### src/include/wbeme_pkg.sv
// package: offsets, field positions and reset values of the write buffer message enables
package wbeme_pkg;
    // ****************************************
    // register offsets
    // ****************************************
    localparam logic [7:0] OFS_FIRST = 8'h70;
    localparam logic [7:0] OFS_NEXT = 8'h72;
    localparam logic [7:0] OFS_MASK = 8'h74;
    localparam logic [7:0] OFS_SCI = 8'h78;
    localparam logic [7:0] OFS_SMI = 8'h7A;
    localparam logic [7:0] OFS_SERR = 8'h7C;
    // ****************************************
    // fields and reset values
    // ****************************************
    localparam int NSRC = 4;
    localparam logic [7:0] ENA_RESET = 8'h00;
    localparam logic [3:0] FLAG_RESET = 4'h0;
    localparam logic [7:0] ENA_WMASK = 8'h0F;
    localparam int BIT_DRAM_TO_BUF = 3;
    localparam int BIT_BUS_TO_BUF = 2;
    localparam int BIT_BUF_TO_BUS = 1;
    localparam int BIT_BUF_TO_DRAM = 0;
    // message kind codes, one-hot
    localparam logic [2:0] MSG_SCI = 3'h1;
    localparam logic [2:0] MSG_SMI = 3'h2;
    localparam logic [2:0] MSG_SERR = 3'h4;
endpackage : wbeme_pkg

### src/include/wbeme_flag_if.sv
// interface: error flags and mask between the flag keeper and the message router
`timescale 1ns/1ns
`default_nettype none
interface wbeme_flag_if;
    logic [3:0] first_error_flags;
    logic [3:0] next_error_flags;
    logic [3:0] buffer_error_mask;
    logic [3:0] rise;
    modport keeper (output first_error_flags, output next_error_flags, output rise,
        input buffer_error_mask);
    modport router (input first_error_flags, input next_error_flags, input rise,
        output buffer_error_mask);
endinterface : wbeme_flag_if
`default_nettype wire

### src/hw/wbeme_flags.sv
// module: first and next error flag keeper of the posted write buffer
`timescale 1ns/1ns
`default_nettype none
module wbeme_flags (
    // clock
    input wire logic clock,
    // error events and software clears
    input wire logic [3:0] err_event,
    input wire logic [3:0] clr_first,
    input wire logic [3:0] clr_next,
    // flags towards the router
    wbeme_flag_if.keeper fl
);
    typedef struct packed {
        logic [3:0] first;
        logic [3:0] next;
        logic [3:0] rise;
    } wbeme_flags_st_t;

    wbeme_flags_st_t st_ff;
    wbeme_flags_st_t nxt_st;
    logic [3:0] live;

    // flags are sticky through reset, so no reset reaches this state
    always_comb begin
        live = err_event & ~fl.buffer_error_mask;
        nxt_st = st_ff;
        if (st_ff.first == wbeme_pkg::FLAG_RESET) begin
            // several errors in the first error's cycle all latch
            nxt_st.first = live | (st_ff.first & ~clr_first);
            nxt_st.next = st_ff.next & ~clr_next;
        end else begin
            nxt_st.first = st_ff.first & ~clr_first;
            nxt_st.next = live | (st_ff.next & ~clr_next);
        end
        // set wins over a same-cycle clear; any new setting is a rising edge
        nxt_st.rise = live & ((st_ff.first == wbeme_pkg::FLAG_RESET) ? ~st_ff.first : ~st_ff.next);
    end

    always_ff @(posedge clock) begin
        st_ff <= nxt_st;
    end

    assign fl.first_error_flags = st_ff.first;
    assign fl.next_error_flags = st_ff.next;
    assign fl.rise = st_ff.rise;
endmodule : wbeme_flags
`default_nettype wire

### src/hw/wbeme_top.sv
// module: write buffer error message enables with register port and message strobes
`timescale 1ns/1ns
`default_nettype none
// How it works
// - sci enable register at 0x78, eight bits, resets to zero
// - smi enable register at 0x7A, resets zero, enabled flag raises smi cycle
// - serr enable register at 0x7C, resets zero, enabled flag raises serr cycle
// - sci enable bit 3 gates sci from flag bit 3
// - sci enable bit 2 gates sci from flag bit 2
// - sci enable bit 1 uses flag bit 0, bit 0 uses flag bit 1
// - smi enable bits 3 and 2 gate flags 3 and 2
// - smi enable bits 1 and 0 gate flags 1 and 0
// - serr enable bits 3 and 2 gate flags 3 and 2
// - serr enable bits 1 and 0 gate flags 1 and 0
// - bits 7 to 4 reserved, reset zero, no effect
// - next flags record later errors, sticky through reset, write one clears
// - flag bits: 3 dram-buf, 2 bus-buf, 1 buf-bus, 0 buf-dram
// - masked errors are neither logged nor messaged
module wbeme_top (
    // clock and reset
    input wire logic clock,
    input wire logic rst,
    // configuration register port
    input wire logic cfg_wr,
    input wire logic cfg_rd,
    input wire logic [7:0] cfg_addr,
    input wire logic [7:0] cfg_wdata,
    output logic [7:0] cfg_rdata,
    // buffer error events, one bit per source
    input wire logic [3:0] err_event,
    // hub link special cycle requests, one-cycle pulses
    output logic hub_link_sci,
    output logic hub_link_smi,
    output logic hub_link_serr
);
    typedef struct packed {
        logic [7:0] sci;
        logic [7:0] smi;
        logic [7:0] serr;
        logic [3:0] mask;
        logic [7:0] rdata;
        logic [2:0] msg;
    } wbeme_st_t;

    wbeme_st_t st_ff;
    wbeme_st_t nxt_st;
    wbeme_st_t mask_st_ff;
    logic [3:0] clr_first;
    logic [3:0] clr_next;
    logic [3:0] sci_src;

    wbeme_flag_if fl ();

    // ****************************************
    // flag keeper
    // ****************************************
    wbeme_flags u_flags (
        .clock(clock),
        .err_event(err_event),
        .clr_first(clr_first),
        .clr_next(clr_next),
        .fl(fl)
    );

    function automatic logic hit(input logic [7:0] a, input logic [7:0] ofs);
        hit = cfg_wr && (a == ofs);
    endfunction : hit

    // mask is sticky through reset, so it lives outside the reset state
    always_ff @(posedge clock) begin
        if (hit(cfg_addr, wbeme_pkg::OFS_MASK)) begin
            mask_st_ff.mask <= cfg_wdata[3:0];
        end
    end
    assign fl.buffer_error_mask = mask_st_ff.mask;

    assign clr_first = hit(cfg_addr, wbeme_pkg::OFS_FIRST) ? cfg_wdata[3:0] : 4'h0;
    assign clr_next = hit(cfg_addr, wbeme_pkg::OFS_NEXT) ? cfg_wdata[3:0] : 4'h0;

    // ****************************************
    // enables, readback and message routing
    // ****************************************
    // crossed pairing of the low sci bits kept as the register defines it
    assign sci_src = {fl.rise[3], fl.rise[2], fl.rise[0], fl.rise[1]};

    always_comb begin
        nxt_st = st_ff;
        nxt_st.mask = mask_st_ff.mask;
        if (hit(cfg_addr, wbeme_pkg::OFS_SCI)) begin
            nxt_st.sci = cfg_wdata & wbeme_pkg::ENA_WMASK;
        end
        if (hit(cfg_addr, wbeme_pkg::OFS_SMI)) begin
            nxt_st.smi = cfg_wdata & wbeme_pkg::ENA_WMASK;
        end
        if (hit(cfg_addr, wbeme_pkg::OFS_SERR)) begin
            nxt_st.serr = cfg_wdata & wbeme_pkg::ENA_WMASK;
        end
        nxt_st.rdata = 8'h00;
        if (cfg_rd) begin
            unique case (cfg_addr)
                wbeme_pkg::OFS_FIRST: nxt_st.rdata = {4'h0, fl.first_error_flags};
                wbeme_pkg::OFS_NEXT: nxt_st.rdata = {4'h0, fl.next_error_flags};
                wbeme_pkg::OFS_MASK: nxt_st.rdata = {4'h0, mask_st_ff.mask};
                wbeme_pkg::OFS_SCI: nxt_st.rdata = st_ff.sci;
                wbeme_pkg::OFS_SMI: nxt_st.rdata = st_ff.smi;
                wbeme_pkg::OFS_SERR: nxt_st.rdata = st_ff.serr;
                default: nxt_st.rdata = 8'h00;
            endcase
        end
        // rise pulses once per flag setting, so no repeat while it stays set
        nxt_st.msg[0] = |(sci_src & st_ff.sci[3:0]);
        nxt_st.msg[1] = |(fl.rise & st_ff.smi[3:0]);
        nxt_st.msg[2] = |(fl.rise & st_ff.serr[3:0]);
    end

    always_ff @(posedge clock or posedge rst) begin
        if (rst) begin
            st_ff <= '0;
        end else begin
            st_ff <= nxt_st;
        end
    end

    assign cfg_rdata = st_ff.rdata;
    assign hub_link_sci = st_ff.msg[0];
    assign hub_link_smi = st_ff.msg[1];
    assign hub_link_serr = st_ff.msg[2];
endmodule : wbeme_top
`default_nettype wire

### config.mk
export PLATFORM = sky130hd
export DESIGN_NAME = wbeme_top
export DESIGN_NICKNAME = d
export VERILOG_FILES = /design/src/include/wbeme_pkg.sv /design/src/include/wbeme_flag_if.sv /design/src/hw/wbeme_flags.sv /design/src/hw/wbeme_top.sv
export SDC_FILE = /design/constraint.sdc
export NUM_CORES = 1
export LEC_CHECK = 0
export BUFFER_PORTS_ARGS = -buffer_cell sky130_fd_sc_hd__buf_2
export CORE_MARGIN = 1.5
export CORE_UTILIZATION = 45
export DETAILED_ROUTE_END_ITERATION = 8
export PLACE_DENSITY = 0.68
export SETUP_SLACK_MARGIN = 0.4
export SYNTH_ARGS = -nofsm -noshare
export SYNTH_HDL_FRONTEND = slang
export SYNTH_SLANG_ARGS = --single-unit
### constraint.sdc
create_clock -name clock -period 1.2 [get_ports clock]
set_input_delay 0.24 -clock clock [delete_from_list [all_inputs] [get_ports clock]]
set_output_delay 0.24 -clock clock [all_outputs]
set_load 0.01 [all_outputs]
==> impl_metrics.json <==
{
  "clock_latency_ns": 0.34,
  "synthArstFlopShare_pct": 54.3,
  "clock-skew-final_ns": 0.0101,
  "vias_per_cell": 5.69,
  "ys.flop_type": "dfrtp_1",
  "drtIter0Drc": 57,
  "maxCapViolCount": 0,
  "holdPathStages": 1,
  "die_w_um": 63.2,
  "hp-class": "in -> reg",
  "numCtsBuffers": 5,
  "slew_viol_final": 0,
  "setup_viol": 16,
  "status": "finished with violations",
  "antenna_found_initial": 0,
  "cp_max_fo": 5,
  "rsz0062_at_grt": "true",
  "grt_overflow_total": 0,
  "synth.top_cell.area_share_pct": 29.2,
  "ys_seq_area_share_pct": 51.3,
  "max_freq_mhz": 756,
  "layout_setup_ws_ns": -0.123,
  "vias": 1320,
  "power_density_mw_per_mm2": 1150,
  "r2r_slack_ns": -0.12,
  "route.detailed.drc": 0,
  "core_area_mm2": 0.00342,
  "cts-root-buf": "clkbuf_4",
  "synth_cell_types": 26,
  "cp-start-kind": "flop",
  "fin_nets": 209,
  "dp_hpwl_um": 2820,
  "violations": "setup timing",
  "min_period_over_period_pct": 110,
  "synth_warnings": 0,
  "io_pins": 35,
  "syn2layout_area_growth_pct": 41.3,
  "final_util_pct": 67.4,
  "grt_max_degree": 20,
  "ir_worst_vdd_mv": 0.908,
  "crit_required_ns": 1.39,
  "hold_violations": 0,
  "grt_pass1_vias": 1399,
  "path_clk_slew_ns": 0.11,
  "hold-worst-slack_ns": 0.183,
  "synthTopCellsByArea": "dfrtp_1, dfxtp_1, mux2_2, edfxtp_1, mux4_2",
  "clkSinkCount": 35,
  "r2r-end": "u_flags.fl.next_error_flags[3]$_DFF_P_",
  "gp_routability_congestion": 0.774,
  "end_kind": "flop",
  "start_util_pct": 47.7,
  "synthesis.area_mm2": 0.00163,
  "ant_nets": 0,
  "grt_pass1_wl_um": 6860,
  "rr_startpoint": "u_flags.fl.first_error_flags[3]$_DFF_P_",
  "rr_worst_depth": 3,
  "final_common_cell": "buf_2",
  "gr-usage-all-layers_pct": 22.7,
  "most-common-layout-cells": "buf_2, dfrtp_1, buf_4, mux2_4, buf_6",
  "num_rows": 21,
  "antennaDiodeCount": 0,
  "cts_buffer_depth": 2,
  "synth_edf_count": 4,
  "tritoncts": "yes",
  "dieHeight_um": 63.2,
  "syn-instance-count": 133,
  "ys_ff_latch": 35,
  "hp-start": "cfg_wdata[0]",
  "power_leakage_nw": 1.01,
  "port_buffers": 26,
  "drive_above_1_share_pct": 66.7,
  "hold_end": "fl.buffer_error_mask[0]$_DFFE_PP_",
  "period_minus_slack_ns": 1.32,
  "avgSynthCellArea_um2": 12.2,
  "htree_levels": 2,
  "synth_area_leader_cell": "dfrtp_1",
  "cp.arrival_ns": 1.51,
  "critical_path_class": "reg -> reg",
  "wl_per_cell_um": 17.7,
  "drt_wl_total_um": 4110,
  "firstDrtPassIters": 4,
  "dieArea_mm2": 0.00399
}
==> report_power, final <==
part	internal [W]	total (W)	switching (W)
clock network	0.000218	0.000605	0.000387
logic	0.000370	0.000663	0.000293
registers	0.00128	0.00138	0.0000983
total	0.00187	0.00265	0.000778
==> logic make-up after synthesis <==
| kind of cell | synth area share (%) |
|---|---|
| DFF | 51.3 |
| muxes | 16.6 |
| buffers and inverters | 5.76 |
| and+or+nand+nor | 11.8 |
| other | 0.230 |
| AOI/OAI and AO/OA | 14.4 |
==> through the flow <==
| step | power (W) | std cells | setup TNS [ns] | setup slack (ns) | instance area, µm² |
|---|---|---|---|---|---|
| after detailed placement | 0.00181 | 217 | -4.35 | -0.241 | 1950 |
| after CTS | 0.00256 | 230 | -0.656 | -0.0731 | 2210 |
| after floorplan | 0.00160 | 136 | -0.515 | -0.0957 | 1690 |
| final | 0.00265 | 232 | -0.881 | -0.123 | 2300 |
| after global placement | 0.00179 | 217 | -3.48 | -0.195 | 1950 |
| after global routing | 0.00277 | 232 | -1.44 | -0.123 | 2300 |
==> synthesized netlist by cell type, types with 2 or more instances <==
master    count
buf_4         8
edfxtp_1      4
nor2b_1       7
inv_1         2
a41oi_1       8
buf_2         3
a21boi_2      4
mux2_2       16
nand4_1       2
a21oi_1       7
and4b_1       2
dfxtp_1      12
dfrtp_1      19
nor2_1        5
a22oi_1      10
nand2_1      11
mux4_2        4
==> registers in the layout, summed over array words and instances, names as in the netlist <==
signal                        count
st_ff                            12
fl.buffer_error_mask              4
u_flags.fl.rise                   4
hub_link_smi                      1
hub_link_sci                      1
cfg_rdata                         4
u_flags.fl.next_error_flags       4
hub_link_serr                     1
u_flags.fl.first_error_flags      4
==> worst max-delay path by stage <==
stage / startpoint / to / cells past startpoint
after floorplan: u_flags.fl.first_error_flags[3]$_DFF_P_ / u_flags.fl.next_error_flags[1]$_DFF_P_ / 4
after global placement: cfg_addr[7] / st_ff[15]$_DFFE_PP0P_ / 4
after detailed placement: cfg_addr[7] / st_ff[18]$_DFFE_PP0P_ / 4
after CTS: u_flags.fl.first_error_flags[0]$_DFF_P_ / u_flags.fl.rise[1]$_DFF_P_ / 3
after global routing: u_flags.fl.first_error_flags[0]$_DFF_P_ / u_flags.fl.next_error_flags[2]$_DFF_P_ / 3
final: u_flags.fl.first_error_flags[3]$_DFF_P_ / u_flags.fl.next_error_flags[3]$_DFF_P_ / 3
==> area by class of cell <==
cell class | instances | area (µm²)
clock buffers | 5 | 37.5
clock inverters | 3 | 15.0
fillers | 254 | 1110
inverters | 2 | 7.51
multi-input cells | 88 | 950
flip-flops and latches | 35 | 840
well taps | 46 | 57.6
repair buffers | 53 | 395
==> critical path, cell delays in order, from the launching register on <==
cell	delay [ns]
dfxtp_2	0.35
or4_4	0.61
a21oi_4	0.16
a41oi_1	0.07
==> per-layer routing <==
metal	share of wire, %	global-route usage, %
met1	44	28.1
met2	49	36.8
met3	4.1	5.89
met4	3.4	11.1
met5	0	0
==> what timing repair did <==
item / 4_1_cts / 5_1_grt
setup endpoints to repair: 42 / 42
pin swaps: 10 / 12
gates cloned: 1 / 0
endpoints found under the hold margin: 19 / 0
hold buffers: 1 / 0
resized for setup: 38 / 17
setup buffers: 3 / 2
Note: power is estimated with default switching activity, not from simulation.
